$ cat src/ccpc_pkg.sv
// Package for the capture/compare/PWM control block: register map,
// control field layout, mode codes and the per-pin output record.
// Assumes a 32-bit APB slave at word-aligned offsets.
package ccpc_pkg;
   localparam logic [7:0] CCPC_OFS_CTRL = 8'h00;
   localparam logic [7:0] CCPC_OFS_CMPV = 8'h04;
   localparam logic [7:0] CCPC_OFS_DUTY = 8'h08;
   localparam logic [7:0] CCPC_OFS_CAPT = 8'h0c;
   localparam logic [7:0] CCPC_OFS_STAT = 8'h10;
   localparam logic [7:0] CCPC_OFS_PER = 8'h14;
   localparam logic [7:0] CCPC_CTRL_RST = 8'h00;
   localparam int CCPC_FSEL_LSB = 0;
   localparam int CCPC_DLOW_LSB = 4;
   localparam int CCPC_STEER_LSB = 6;
   localparam logic [3:0] CCPC_PRESC4 = 4'h3;
   localparam logic [3:0] CCPC_PRESC16 = 4'hf;

   localparam logic [3:0] FS_OFF = 4'h0;
   localparam logic [3:0] FS_CMP_TOGGLE = 4'h2;
   localparam logic [3:0] FS_CAP_FALL = 4'h4;
   localparam logic [3:0] FS_CAP_RISE = 4'h5;
   localparam logic [3:0] FS_CAP_RISE4 = 4'h6;
   localparam logic [3:0] FS_CAP_RISE16 = 4'h7;
   localparam logic [3:0] FS_CMP_SET = 4'h8;
   localparam logic [3:0] FS_CMP_CLR = 4'h9;
   localparam logic [3:0] FS_CMP_SWI = 4'ha;
   localparam logic [3:0] FS_CMP_SPEV = 4'hb;

   localparam logic [1:0] ST_SINGLE = 2'h0;
   localparam logic [1:0] ST_FULL_FWD = 2'h1;
   localparam logic [1:0] ST_HALF = 2'h2;
   localparam logic [1:0] ST_FULL_REV = 2'h3;

   typedef struct packed {
      logic [1:0] output_steering_config;
      logic [1:0] duty_low_bits;
      logic [3:0] function_select;
   } ccpc_ctrl_t;

   // One pin: value and whether the module owns it (else port pin)
   typedef struct packed {
      logic val;
      logic own;
   } ccpc_pin_t;
endpackage : ccpc_pkg

$ cat src/ccpc_core.sv
// Overview of operation
// Capture/compare use 16-bit timebase; PWM 8-bit.
// Mode 0000 off, module state reset.
// 0010 toggles compare output, sets flag.
// 0100 captures on every falling edge.
// Rising edge capture; 0111 every 16th.
// 1000 sets compare output, sets flag.
// Software interrupt compare: flag only, pin untouched.
// 1011 special event: flag, timer reset, conversion.
// 11xx PWM; low bits choose pair polarities.
// Non-PWM: A is module pin, B-D ports.
// Config 00: only A modulated.
// Config 01: D modulated, A active, B,C inactive.
// Config 10: A and B modulated, C,D ports.
// Bits 5:4 are duty low bits.
// Capture copies 16-bit count, sets flag.
// 0110 captures every fourth rising edge.
// 1001 clears compare output on match.
// Special event does not set overflow flag.
// Config 11: B modulated, C active, A,D inactive.
// Reserved codes behave as off.
//
// File holds the whole control block with its APB slave and PWM engine.
// Assumes capture_timebase count comes in synchronous to i_sys_clk and
// that the timebase owner honours o_timebase_reset.
//
// The APB register port and the register addresses were decided locally.
`timescale 1ns/100ps
`default_nettype none
module ccpc_core
   import ccpc_pkg::*;
#(
   parameter int TB_W = 16,
   parameter int PWM_W = 8
) (
   input wire logic i_sys_clk,
   input wire logic i_reset,
   input wire logic psel,
   input wire logic penable,
   input wire logic pwrite,
   input wire logic [7:0] paddr,
   input wire logic [31:0] pwdata,
   output logic [31:0] prdata,
   output logic pready,
   output logic pslverr,
   input wire logic [TB_W-1:0] i_capture_timebase_count,
   input wire logic i_pwm_tick,
   input wire logic i_module_pin,
   input wire logic i_converter_enabled,
   output logic o_out_a,
   output logic o_out_a_oe,
   output logic o_out_b,
   output logic o_out_b_oe,
   output logic o_out_c,
   output logic o_out_c_oe,
   output logic o_out_d,
   output logic o_out_d_oe,
   output logic o_module_irq_flag,
   output logic o_timebase_reset,
   output logic o_start_conversion
);
   ccpc_ctrl_t ctrl_q;
   logic [TB_W-1:0] cmpv_q, capt_q;
   logic [PWM_W-1:0] duty_high_reg_q, period_q;
   logic [PWM_W+1:0] duty_latch_q;
   logic [PWM_W+1:0] pwm_cnt_q;
   logic [3:0] presc_q;
   logic pin_q, cmp_out_q, pwm_out_q, flag_q, match_q;
   logic [31:0] prdata_q;
   logic pready_q, pslverr_q;
   ccpc_pin_t [3:0] pins_q, pins_d;

   // Bus decode
   // Write lands at the edge where the master samples pready high
   wire wr_en = psel & penable & pwrite & pready_q;
   wire rd_en = psel & penable & ~pwrite & ~pready_q;
   wire hit_ctrl = paddr == CCPC_OFS_CTRL;
   wire hit_cmpv = paddr == CCPC_OFS_CMPV;
   wire hit_duty = paddr == CCPC_OFS_DUTY;
   wire hit_capt = paddr == CCPC_OFS_CAPT;
   wire hit_stat = paddr == CCPC_OFS_STAT;
   wire hit_per = paddr == CCPC_OFS_PER;
   wire hit_any = hit_ctrl | hit_cmpv | hit_duty | hit_capt | hit_stat |
      hit_per;
   wire [3:0] fsel = ctrl_q.function_select;
   wire is_pwm = fsel[3:2] == 2'b11;
   wire is_cap = fsel[3:2] == 2'b01;
   wire is_cmp = (fsel == FS_CMP_TOGGLE) | (fsel[3:2] == 2'b10);

   // Edge detect on the registered pin
   wire rise = i_module_pin & ~pin_q;
   wire fall = ~i_module_pin & pin_q;
   wire presc_wrap4 = presc_q[1:0] == CCPC_PRESC4[1:0];
   wire presc_wrap16 = presc_q == CCPC_PRESC16;
   wire cap_evt = is_cap & ((fsel == FS_CAP_FALL) ? fall :
      (fsel == FS_CAP_RISE) ? rise :
      (fsel == FS_CAP_RISE4) ? (rise & presc_wrap4) :
      (rise & presc_wrap16));

   // Compare uses the 16-bit capture timebase
   wire tb_match = i_capture_timebase_count == cmpv_q;
   wire cmp_evt = is_cmp & tb_match & ~match_q;
   wire spev = cmp_evt & (fsel == FS_CMP_SPEV);

   // PWM on the 8-bit period timebase, 2 fractional bits
   wire [PWM_W-1:0] pwm_hi = pwm_cnt_q[PWM_W+1:2];
   wire pwm_end = i_pwm_tick & (pwm_hi == period_q) &
      (pwm_cnt_q[1:0] == 2'b11);
   wire [PWM_W+1:0] duty_full = {duty_high_reg_q, ctrl_q.duty_low_bits};
   wire pol_ac = fsel[1];
   wire pol_bd = fsel[0];
   wire pwm_mod = pwm_out_q;

   always_comb begin
      pins_d = '0;
      if (is_pwm) begin
         case (ctrl_q.output_steering_config)
            ST_SINGLE: begin
               pins_d[0] = '{pwm_mod ^ pol_ac, 1'b1};
            end
            ST_FULL_FWD: begin
               pins_d[0] = '{~pol_ac, 1'b1};
               pins_d[1] = '{pol_bd, 1'b1};
               pins_d[2] = '{pol_ac, 1'b1};
               pins_d[3] = '{pwm_mod ^ pol_bd, 1'b1};
            end
            ST_HALF: begin
               pins_d[0] = '{pwm_mod ^ pol_ac, 1'b1};
               pins_d[1] = '{~pwm_mod ^ pol_bd, 1'b1};
            end
            ST_FULL_REV: begin
               pins_d[0] = '{pol_ac, 1'b1};
               pins_d[1] = '{pwm_mod ^ pol_bd, 1'b1};
               pins_d[2] = '{~pol_ac, 1'b1};
               pins_d[3] = '{pol_bd, 1'b1};
            end
            default: begin
               pins_d = '0;
            end
         endcase
      end else if (is_cmp & (fsel != FS_CMP_SWI) & (fsel != FS_CMP_SPEV)) begin
         pins_d[0] = '{cmp_out_q, 1'b1};
      end
      // Capture, special event and software interrupt leave A as input
   end

   always_ff @(posedge i_sys_clk) begin
      if (i_reset) begin
         ctrl_q <= CCPC_CTRL_RST;
         cmpv_q <= '0;
         duty_high_reg_q <= '0;
         period_q <= '0;
      end else if (wr_en) begin
         if (hit_ctrl)
            ctrl_q <= pwdata[7:0];
         if (hit_cmpv)
            cmpv_q <= pwdata[TB_W-1:0];
         if (hit_duty)
            duty_high_reg_q <= pwdata[PWM_W-1:0];
         if (hit_per)
            period_q <= pwdata[PWM_W-1:0];
      end
   end

   always_ff @(posedge i_sys_clk) begin
      if (i_reset) begin
         pready_q <= 1'b0;
         pslverr_q <= 1'b0;
         prdata_q <= '0;
      end else begin
         pready_q <= psel & penable & ~pready_q;
         pslverr_q <= psel & penable & ~pready_q & ~hit_any;
         if (rd_en) begin
            prdata_q <= '0;
            if (hit_ctrl)
               prdata_q[7:0] <= ctrl_q;
            if (hit_cmpv)
               prdata_q[TB_W-1:0] <= cmpv_q;
            if (hit_duty)
               prdata_q[PWM_W-1:0] <= duty_high_reg_q;
            if (hit_capt)
               prdata_q[TB_W-1:0] <= capt_q;
            if (hit_stat)
               prdata_q[2:0] <= {pwm_out_q, cmp_out_q, flag_q};
            if (hit_per)
               prdata_q[PWM_W-1:0] <= period_q;
         end
      end
   end

   // Flag: hardware set beats software write-one-to-clear
   wire flag_clr = wr_en & hit_stat & pwdata[0];
   wire flag_set = cap_evt | cmp_evt;
   always_ff @(posedge i_sys_clk) begin
      if (i_reset)
         flag_q <= 1'b0;
      else
         flag_q <= flag_set | (flag_q & ~flag_clr);
   end

   always_ff @(posedge i_sys_clk) begin
      if (i_reset) begin
         pin_q <= 1'b0;
         presc_q <= '0;
         capt_q <= '0;
      end else begin
         pin_q <= i_module_pin;
         // Prescaler cleared whenever not capturing
         if (!is_cap)
            presc_q <= '0;
         else if (rise)
            presc_q <= presc_q + 4'h1;
         if (cap_evt)
            capt_q <= i_capture_timebase_count;
      end
   end

   // Match is edge-qualified so a stalled timer fires once per match
   always_ff @(posedge i_sys_clk) begin
      if (i_reset) begin
         match_q <= 1'b0;
         cmp_out_q <= 1'b0;
      end else begin
         match_q <= is_cmp & tb_match;
         if (!is_cmp)
            cmp_out_q <= 1'b0;
         else if (cmp_evt) begin
            case (fsel)
               FS_CMP_TOGGLE: cmp_out_q <= ~cmp_out_q;
               FS_CMP_SET: cmp_out_q <= 1'b1;
               FS_CMP_CLR: cmp_out_q <= 1'b0;
               default: cmp_out_q <= cmp_out_q;
            endcase
         end
      end
   end

   // Duty latched at period end; zero duty never raises the output
   always_ff @(posedge i_sys_clk) begin
      if (i_reset) begin
         pwm_cnt_q <= '0;
         duty_latch_q <= '0;
         pwm_out_q <= 1'b0;
      end else if (!is_pwm) begin
         pwm_cnt_q <= '0;
         duty_latch_q <= '0;
         pwm_out_q <= 1'b0;
      end else if (pwm_end) begin
         pwm_cnt_q <= '0;
         duty_latch_q <= duty_full;
         pwm_out_q <= duty_full != '0;
      end else if (i_pwm_tick) begin
         pwm_cnt_q <= pwm_cnt_q + 1'b1;
         if (pwm_cnt_q + 1'b1 >= duty_latch_q)
            pwm_out_q <= 1'b0;
      end
   end

   always_ff @(posedge i_sys_clk) begin
      if (i_reset) begin
         pins_q <= '0;
         o_timebase_reset <= 1'b0;
         o_start_conversion <= 1'b0;
      end else begin
         pins_q <= pins_d;
         // Timebase clear only; overflow flag belongs to the timer
         o_timebase_reset <= spev;
         o_start_conversion <= spev & i_converter_enabled;
      end
   end

   assign o_out_a = pins_q[0].val;
   assign o_out_a_oe = pins_q[0].own;
   assign o_out_b = pins_q[1].val;
   assign o_out_b_oe = pins_q[1].own;
   assign o_out_c = pins_q[2].val;
   assign o_out_c_oe = pins_q[2].own;
   assign o_out_d = pins_q[3].val;
   assign o_out_d_oe = pins_q[3].own;
   assign o_module_irq_flag = flag_q;
   assign prdata = prdata_q;
   assign pready = pready_q;
   assign pslverr = pslverr_q;
endmodule : ccpc_core
`default_nettype wire

$ cat config.mk
export PLATFORM = sky130hd
export DESIGN_NAME = ccpc_core
export DESIGN_NICKNAME = d
export VERILOG_FILES = /design/src/ccpc_pkg.sv /design/src/ccpc_core.sv
export SDC_FILE = /design/constraint.sdc
export NUM_CORES = 1
export LEC_CHECK = 0
export BUFFER_PORTS_ARGS = -buffer_cell sky130_fd_sc_hd__buf_2
export CAP_MARGIN = 20
export CORE_MARGIN = 8
export CORE_UTILIZATION = 40
export DETAILED_ROUTE_END_ITERATION = 16
export SLEW_MARGIN = 40
export SYNTH_ARGS = -nofsm -noshare
export SYNTH_HDL_FRONTEND = slang
export SYNTH_SLANG_ARGS = --single-unit
export TNS_END_PERCENT = 50
$ cat constraint.sdc
create_clock -name i_sys_clk -period 7 [get_ports i_sys_clk]
set_input_delay 0.35 -clock i_sys_clk [delete_from_list [all_inputs] [get_ports i_sys_clk]]
set_output_delay 0.35 -clock i_sys_clk [all_outputs]
set_load 0.005 [all_outputs]
After elaboration in Yosys (flattened, before gate mapping)
Cells that the tools add are included.
{"block": "word_totals", "register_bits": 113, "latch_bits": 0, "memories": 0, "ramBits": 0, "mem_bits_ro": 0, "output_inout_bits": 45, "input_bits": 64}
{"block": "classes", "shift": 0, "magnitude_cmp": 1, "n_mul": 0, "div_mod_pow": 0, "eq_ne": 25, "muxes": 18, "n_addsub": 2, "n_reduce_logical": 17, "n_bitwise": 47}
{"operator": "two-way mux 16 bit", "n": 2}
{"operator": "two-way mux 8 bit", "n": 3}
{"operator": "bitwise AND 1 bit", "n": 23}
{"operator": "== test 16 bit", "n": 1}
{"operator": "== test 4 bit (second input constant)", "n": 4}
{"operator": "== test 8 x 4 -> 1 bit (second input constant)", "n": 2}
{"operator": "== test 8 x 5 -> 1 bit (second input constant)", "n": 2}
{"operator": "NOT 1 bit", "n": 13}
{"operator": "== test 2 bit (second input constant)", "n": 6}
{"operator": "== test 4 x 3 -> 1 bit (second input constant)", "n": 3}
{"operator": "case mux 2 bit (3 select lines)", "n": 2}
{"operator": "AND reduction 2 bit", "n": 6}
{"operator": "adder 10 x 1 -> 10 bit (second input constant)", "n": 1}
{"operator": ">= comparator 10 bit", "n": 1}
{"operator": "nonzero test 10 bit", "n": 1}
{"operator": "== test 8 x 3 -> 1 bit (second input constant)", "n": 1}
{"operator": "== test 8 bit", "n": 1}
{"operator": "logical NOT 8 bit", "n": 1}
{"operator": "inequality test 4 bit (second input constant)", "n": 2}
{"operator": "bitwise OR 1 bit", "n": 8}
{"operator": "case mux 4 bit (2 select lines)", "n": 1}
{"operator": "OR reduction 2 bit", "n": 4}
{"operator": "two-way mux 1 bit", "n": 6}
{"operator": "adder 4 x 1 -> 4 bit (second input constant)", "n": 1}
{"operator": "10 further kinds", "n": 15}

Longest topological paths before layout
Gate-level depths: netlist (run 1).
{"block": "depth", "ltp_word": 9, "ltp_mapped": 13, "mapped_depth_nobuf": 12}

Least setup slack after synthesis (run 1)
Ideal clock, no wire load.
{"block": "synth_timing", "path_kind": "register to register", "from": "reg pwm_cnt_q[2]", "to": "reg pwm_out_q (netlist: pwm_mod)", "path_buffers": 1, "arrival_time_ns": 2.274, "period_less_slack_ns": 2.352, "path_slack_ns": 4.648, "path_stages_with_launch": 14, "t_required_ns": 6.922, "path_cell_list": "dfxtp_1 clkbuf_1 nand2_1 nor2_1 and3_1 nand3_1 xnor2_1 ha_1 nand4_1 nor2_1 nor3b_1 o311ai_0 and3_1 nor3_1"}
{"block": "synth_via", "elab_chain_len": 5, "word_cells_on_any_way": 9, "cone_classes": "1 x add/sub; 1 x order compare; 1 x eq/ne; 1 x mux; 2 x bitwise; 3 x reduce/logical"}
{"element": "start, declared", "line": "ccpc_core.sv:66", "source": "logic [PWM_W+1:0] pwm_cnt_q;"}
{"element": "start signal, assigned", "line": "ccpc_core.sv:253", "source": "pwm_cnt_q <= pwm_cnt_q + 1'b1;"}
{"element": "parallel branches: the longest is 5 deep, another holds adder 10 x 1 -> 10 bit"}
{"element": "end signal, assigned", "line": "ccpc_core.sv:243", "source": "pwm_out_q <= 1'b0;"}
{"element": "end signal, assigned", "line": "ccpc_core.sv:247", "source": "pwm_out_q <= 1'b0;"}
{"element": "end signal, assigned", "line": "ccpc_core.sv:251", "source": "pwm_out_q <= duty_full != '0;"}
{"element": "end, declared", "line": "ccpc_core.sv:68", "source": "logic pin_q, cmp_out_q, pwm_out_q, flag_q, match_q;"}
Parallel ways; which one is timed is not known.
A chain may end at the register's enable or synchronous reset.

Worst setup path after layout (run 1)
{"block": "layout_timing", "from": "reg pwm_cnt_q[0]", "to": "reg pwm_out_q (netlist: pwm_mod)"}
{"block": "layout_via", "elab_chain_len": 4, "word_cells_on_any_way": 8, "cone_classes": "1 x add/sub; 1 x order compare; 1 x eq/ne; 1 x mux; 1 x bitwise; 3 x reduce/logical"}
{"element": "adder 10 x 1 -> 10 bit / == test 2 bit (equally long branches)", "line": "ccpc_core.sv:254, ccpc_core.sv:108"}
{"element": ">= comparator 10 bit / bitwise AND 1 bit (equally long branches)", "line": "ccpc_core.sv:254, ccpc_core.sv:107"}
{"element": "nonzero test 2 bit (no line)"}
{"element": "AND reduction 2 bit (no line)"}
{"element": "end signal, assigned", "line": "ccpc_core.sv:247"}
{"element": "end signal, assigned", "line": "ccpc_core.sv:251"}
{"element": "end signal, assigned", "line": "ccpc_core.sv:255", "source": "pwm_out_q <= 1'b0;"}
Several ways; a longest one is shown, not always the timed one.

==> results of run 1 <==
-- metrics by stage --
step | cells | power [µW] | instance area (µm²) | worst slack [ns]
after global placement | 821 | 719 | 5770 | 4.18
after floorplan | 622 | 695 | 5460 | 4.65
after detailed placement | 821 | 719 | 5770 | 4.37
after CTS | 837 | 1230 | 6070 | 4.34
after global routing | 838 | 1270 | 6080 | 4.09
final | 838 | 1210 | 6080 | 4.35
-- kinds of logic (layout without fill, tap and decap cells) --
group | after synthesis | after routing | synth area share
simple gates | 228 | 228 | 0.193
flops | 112 | 112 | 0.415
other cells | 1 | 16 | 0.000694
compound gates | 58 | 58 | 0.0695
mux | 80 | 80 | 0.150
buf+inv | 68 | 108 | 0.0660
fa+ha+maj | 12 | 12 | 0.0278
xor+xnor | 48 | 48 | 0.0778
-- cell type report --
class                      count  area (µm²)  share of cell area
multi-input combinational    442        2870               0.472
timing repair buffer          80         410              0.0675
tap                          176         220              0.0362
inverter                      12        45.0             0.00741
clock inverter                 6        55.1             0.00905
clock buffer                  10         239              0.0393
sequential                   112        2240               0.369
-- power by group through the flow --
stage | logic (µW) | clock network [µW] | registers (µW)
after floorplan | 36.9 | 0 | 658
after global placement | 60.8 | 0 | 658
after detailed placement | 61.6 | 0 | 658
after CTS | 61.9 | 527 | 643
after global routing | 68.6 | 554 | 643
final | 62.0 | 509 | 643
-- how the worst max path moves through the flow --
| stage | endpoint | cells after the start | slack, ns |
|---|---|---|---|
| floorplan | pwm_mod | 13 | 4.65 |
| global placement | cmpv_q[12] | 8 | 4.18 |
| finish | pwm_mod | 12 | 4.35 |
| detailed placement | pwm_mod | 12 | 4.37 |
| CTS | pwm_mod | 12 | 4.34 |
| global route | pwm_mod | 12 | 4.09 |
-- per-layer routing --
layer,track usage,wire length [µm],vias up,share of wire
li1,-,-,2127,-
met3,0.0469,700,4,0.053
met2,0.252,6450,89,0.49
met4,0.0410,87,0,0.0066
met1,0.188,5910,1993,0.45
met5,0,0,-,0
-- cells in the final DEF (no fill, tap or decap), drive strengths merged, types with 5 or more instances in the layout --
cell,Yosys,layout
nand4,12,12
a21oi,11,11
o21ai,17,17
clkbuf,29,10
ha,12,12
inv,12,18
nor4,8,8
xor2,32,32
dfxtp,112,112
nor3,16,16
a22oi,5,5
nand2b,5,5
mux2i,79,79
o211ai,10,10
xnor2,16,16
buf,27,80
nor2b,9,9
a221oi,8,8
nor2,117,117
nand3,8,8
conb,1,16
nand2,39,39
-- registers in the layout, indices dropped and copies added, names as in the netlist, 4 cells and up --
register / count
capt_q: 16
cmpv_q: 16
ctrl_q: 4
duty_high_reg_q: 8
duty_latch_q: 10
fsel: 4
period_q: 8
prdata: 16
presc_q: 4
pwm_cnt_q: 10
-- worst max-delay path: stages (launching register included) --
cell	delay, ns
dfxtp_1	0.44
ha_1	0.28
nand3_1	0.13
nor2_1	0.30
nand3_1	0.14
xnor2_1	0.20
ha_1	0.27
nand4_1	0.09
nor2_1	0.05
nor3b_1	0.15
o311ai_0	0.14
and3_1	0.18
nor3_1	0.17
-- synthesized netlist by cell type, types with 2 or more instances --
master / instances / area share
buf_2: 5 / 0.0046
o21ai_0: 17 / 0.016
dfxtp_1: 112 / 0.41
nand3_1: 8 / 0.0074
mux2i_1: 79 / 0.15
o211ai_1: 10 / 0.014
nand4_1: 12 / 0.014
nor4_1: 7 / 0.0081
xor2_1: 32 / 0.052
xnor2_1: 16 / 0.026
nand4b_1: 2 / 0.0032
a21oi_1: 11 / 0.010
nor2b_1: 9 / 0.010
nand3b_1: 2 / 0.0028
buf_1: 2 / 0.0014
buf_4: 17 / 0.024
a221oi_1: 8 / 0.013
nand2_1: 39 / 0.027
nand2b_1: 4 / 0.0046
inv_1: 12 / 0.0083
nor3_1: 15 / 0.014
and2_1: 3 / 0.0035
a31oi_1: 2 / 0.0023
nor2_1: 115 / 0.080
a21o_1: 2 / 0.0028
ha_1: 12 / 0.028
and3_1: 3 / 0.0035
a22oi_1: 5 / 0.0069
clkbuf_1: 29 / 0.020
buf_6: 2 / 0.0042
==> reports/qor.csv, run 1 <==
metric,value,unit
run_status,completed,
hold_viol,0,
grt_pass1_wl,21800,µm
postLayoutCoreUtil,0.459,
dr.pass1.iters,4,
required,7.27,ns
fmax,0.378,GHz
h-tree-depth,3,
initial_core_util,0.408,
ys_warn_count,0,
grt_overflow_total,0,
holdBufCountCts,0,
fp-row-count,42,
clockRootBuffer,clkbuf_16,
fill_cells,1310,
io_buffer_count,76,
numCtsBuffers,9,
dieHeight,132,µm
ys.flop_type,dfxtp_1,
clock_skew,0.0112,ns
finalSetupViolations,0,
r2r_end,pwm_mod,
rsz0062_at_grt,false,
worstHoldPathType,input pin to flop,
leakage,0.00261,µW
antenna_cells,0,
clkPwrFrac,0.419,
grt_pass1_vias,4300,
crit_path_max_fanout,6,
routedWlPerCell,15.7,µm
hold_path_depth,2,
postRouteAntennaNets,0,
max-clock-path-buffers,2,
peakVddDrop,0.124,mV
io_pins,109,
drc,0,
critPathArrivalTime,2.91,ns
pwr-share-seq,0.530,
postSynthCellCount,607,
cp-startpoint,pwm_cnt_q[0],
reg2reg_from,pwm_cnt_q[0],
fin_crit_sh,0.378,
drv_slew,0,
async_reset_ff_frac,0,
track_usage,0.152,
tightest_slew,0.834,ns
synth-seq-cells,112,
avgViaCountPerCell,5.03,
cts_sinks,112,
intPower,924,µW
cts_tree,done,
p_switching,289,µW
avgSynthCellArea,8.90,µm²
routed-via-count,4213,
drv_cap,0,
swShare,0.239,
antenna_found_initial,0,
die_x,132,µm
endpoint_kind,flop,
clk_latency,0.36,ns
combPwrFrac,0.051,
slew_headroom,0.444,
post_cts_buffers,0,
tns,0,ns
yosysSeqAreaShare,0.415,
fin_hold_ws,0.191,ns
wirelength,13100,µm
path_class,flop to flop,
drt_iter0_drc,237,
area_growth,12.5,%
finalCriticalPeriod,2.65,ns
core-area,13200,µm²
post_cts_resized,0,
place_congestion,0.805,
p_per_area,200,nW/µm²
die_area,17500,µm²
syn-cell-area,5400,µm²
clk_pin_slew,0.07,ns
grt_max_degree,82,
synth_edf_count,0,
place_hpwl,9760,µm
synthDistinctLibCells,45,
r2r_slack,4.35,ns
min_from,i_converter_enabled,
nNetsFinal,733,
whs_endpoint,o_start_conversion,
drive_gt1_frac,0.157,
start_kind,flop,
ff2ff_path_depth,12,
No activity file was read; power rests on OpenSTA's default activity.
==> run 2: changes to the inputs <==
clock period = 2.38 ns   (was 7 ns; I/O delays follow)
==> run 2 against run 1 <==
Against the previous run:
- sequential share of layout area shrank 0.97 points
- maximum frequency rose by 19%
- first-iteration DRC count increased by 11%
- register-to-register slack worse by 4.2 ns
- critical path type unchanged
==> reports/qor.csv, run 2 (synthesis results as in run 1) <==
metric,value,unit,change
h-tree-depth,3,,unchanged
track_usage,0.152,,-0.000863
clk_latency,0.35,ns,about the same
fmax,0.449,GHz,+19%
grt_pass1_wl,21500,µm,-1.5%
dr.pass1.iters,5,,+1
tightest_slew,0.645,ns,-0.189 ns
fin_crit_sh,0.936,,+0.558
tns,0,ns,unchanged
crit_buf_inv,0,,unchanged
finalCriticalPeriod,2.23,ns,-0.418 ns
clock_skew,0.00873,ns,-0.00247 ns
start_kind,flop,,
avgViaCountPerCell,5.01,,-0.34%
final_cell_mix,"113 x nor2_1, 108 x dfxtp_1, 79 x mux2i_1",,
place_congestion,0.825,,+2.5%
place_hpwl,10000,µm,+2.7%
peakVddDrop,0.426,mV,+240%
clk_pin_slew,0.08,ns,about the same
hold_viol,0,,unchanged
initial_core_util,0.408,,unchanged
numCtsBuffers,9,,unchanged
grt_pass1_vias,4287,,-0.30%
die_area,17500,µm²,unchanged
postRouteAntennaNets,0,,unchanged
fp-row-count,42,,unchanged
r2r_end,pwm_mod,,
path_delay_family,simple AND/OR/NAND/NOR gates,,
p_per_area,566,nW/µm²,+180%
antenna_found_initial,0,,unchanged
nNetsFinal,754,,+2.9%
drive_gt1_frac,0.187,,+0.0303
r2r_slack,0.15,ns,-4.20 ns
grt_util_met2,0.248,,-0.00369
crit_path_max_fanout,6,,unchanged
clockRootBuffer,clkbuf_16,,
cts_tree,done,,
critical_path.cell_chain,"nand2_1, nor2_2, and3_4, nand3_1, xnor2_1, ha_1, nand4_1, nor2_1, nor3b_1, o311ai_0, and3_1, nor3_1",,
post_cts_buffers,0,,unchanged
slowest_stage,dfxtp_4,,
worstHoldPathType,input pin to flop,,
max-clock-path-buffers,2,,unchanged
final_common_cell,nor2_1,,
routedWlPerCell,15.5,µm,-1.1%
endpoint_kind,flop,,
die_x,132,µm,unchanged
drv_slew,0,,unchanged
grt_max_degree,42,,-49%
grt-busiest-layer,met2,,
drt_iter0_drc,262,,+11%
ff2ff_path_depth,12,,unchanged
io_buffer_count,76,,unchanged
io_pins,109,,unchanged
use_met1,0.188,,+0.000242
use_met3,0.0351,,-0.0118
path_class,flop to flop,,
slew_headroom,0.567,,+0.123
finalSetupViolations,0,,unchanged
cp.depth,12,,unchanged
wirelength,13300,µm,+1.4%
drc,0,,unchanged
critPathArrivalTime,2.50,ns,-0.41 ns
core-area,13200,µm²,unchanged
drv_cap,0,,unchanged
required,2.66,ns,-4.61 ns
endpoint,pwm_mod,,
leakage,0.00269,µW,+2.9%
worst_path_largest_cell_delay,0.38,ns,-0.06 ns
routed-via-count,4304,,+2.2%
antenna_cells,0,,unchanged
cts_sinks,112,,unchanged
reg2reg_from,pwm_cnt_q[2],,
cp-startpoint,pwm_cnt_q[2],,
area_growth,16.0,%,
grt_overflow_total,0,,unchanged
run_status,completed,,
dieHeight,132,µm,unchanged
p_total,3550,µW,+190%
[run 2: cell types whose count changed in the layout (fill, tap and decap cells not counted), sizes merged]
cell | previous run | this run
clkinv | 0 | 1
dlygate4sd3 | 0 | 5
clkbuf | 10 | 9
buf | 80 | 96
inv | 18 | 16
clkinvlp | 0 | 2
[run 2: layout make-up]
class                           instances  area (µm²)
Inverter                               12        45.0
Timing Repair Buffer                  101         581
Fill cell                            1304        6980
Tap cell                              176         220
Multi-Input combinational cell        442        2880
Clock inverter                          7        61.3
Sequential cell                       112        2250
Clock buffer                            9         225
[run 2: worst min path at each step]
stage / from / end / slack, ns / cells after the start
global placement: i_converter_enabled / o_start_conversion / 0.32 / 2
CTS: pwdata[13] / cmpv_q[13] / 0.004 / 3
finish: pwdata[14] / cmpv_q[14] / 0.01 / 3
detailed placement: i_converter_enabled / o_start_conversion / 0.33 / 2
global route: pwdata[13] / cmpv_q[13] / 0.01 / 3
floorplan: i_converter_enabled / o_start_conversion / 0.24 / 1
[run 2: layer usage]
metal / wire length (µm) / vias to the layer above / part of all wire
li1: - / 2171 / -
met4: 226 / 0 / 0.017
met3: 679 / 12 / 0.051
met1: 6100 / 2021 / 0.46
met5: 0 / - / 0
met2: 6320 / 100 / 0.47
[run 2: report_power, final]
group	internal [µW]	total, µW	leakage (µW)	switching, µW
sequential	1880	1890	0.000906	6.88
clock	732	1470	0.000135	734
combinational	75.2	191	0.00165	116
[run 2: per-stage QoR]
step	cell area (µm²)	hold WS, ns	setup WS, ns	instances	util
finish	6270	0.0145	0.153	859	0.473
floorplan	5460	0.241	0.0278	622	-
detailed placement	5900	0.328	0.0683	838	0.445
global route	6270	0.0114	-0.00509	859	0.473
CTS	6240	0.00444	0.0424	859	0.471
global placement	5900	0.318	0.128	838	0.445
[run 2: tightest hold or removal path, cell delays in order]
cell and delay (ns):
buf_2 0.08, mux2i_1 0.06, nor2_1 0.07
[run 2: timing repair]
item | CTS | global route
endpoints found under the setup margin | 0 | 1
gates resized for setup | 0 | 12
hold endpoints to repair | 5 | 0
hold buffers | 5 | 0
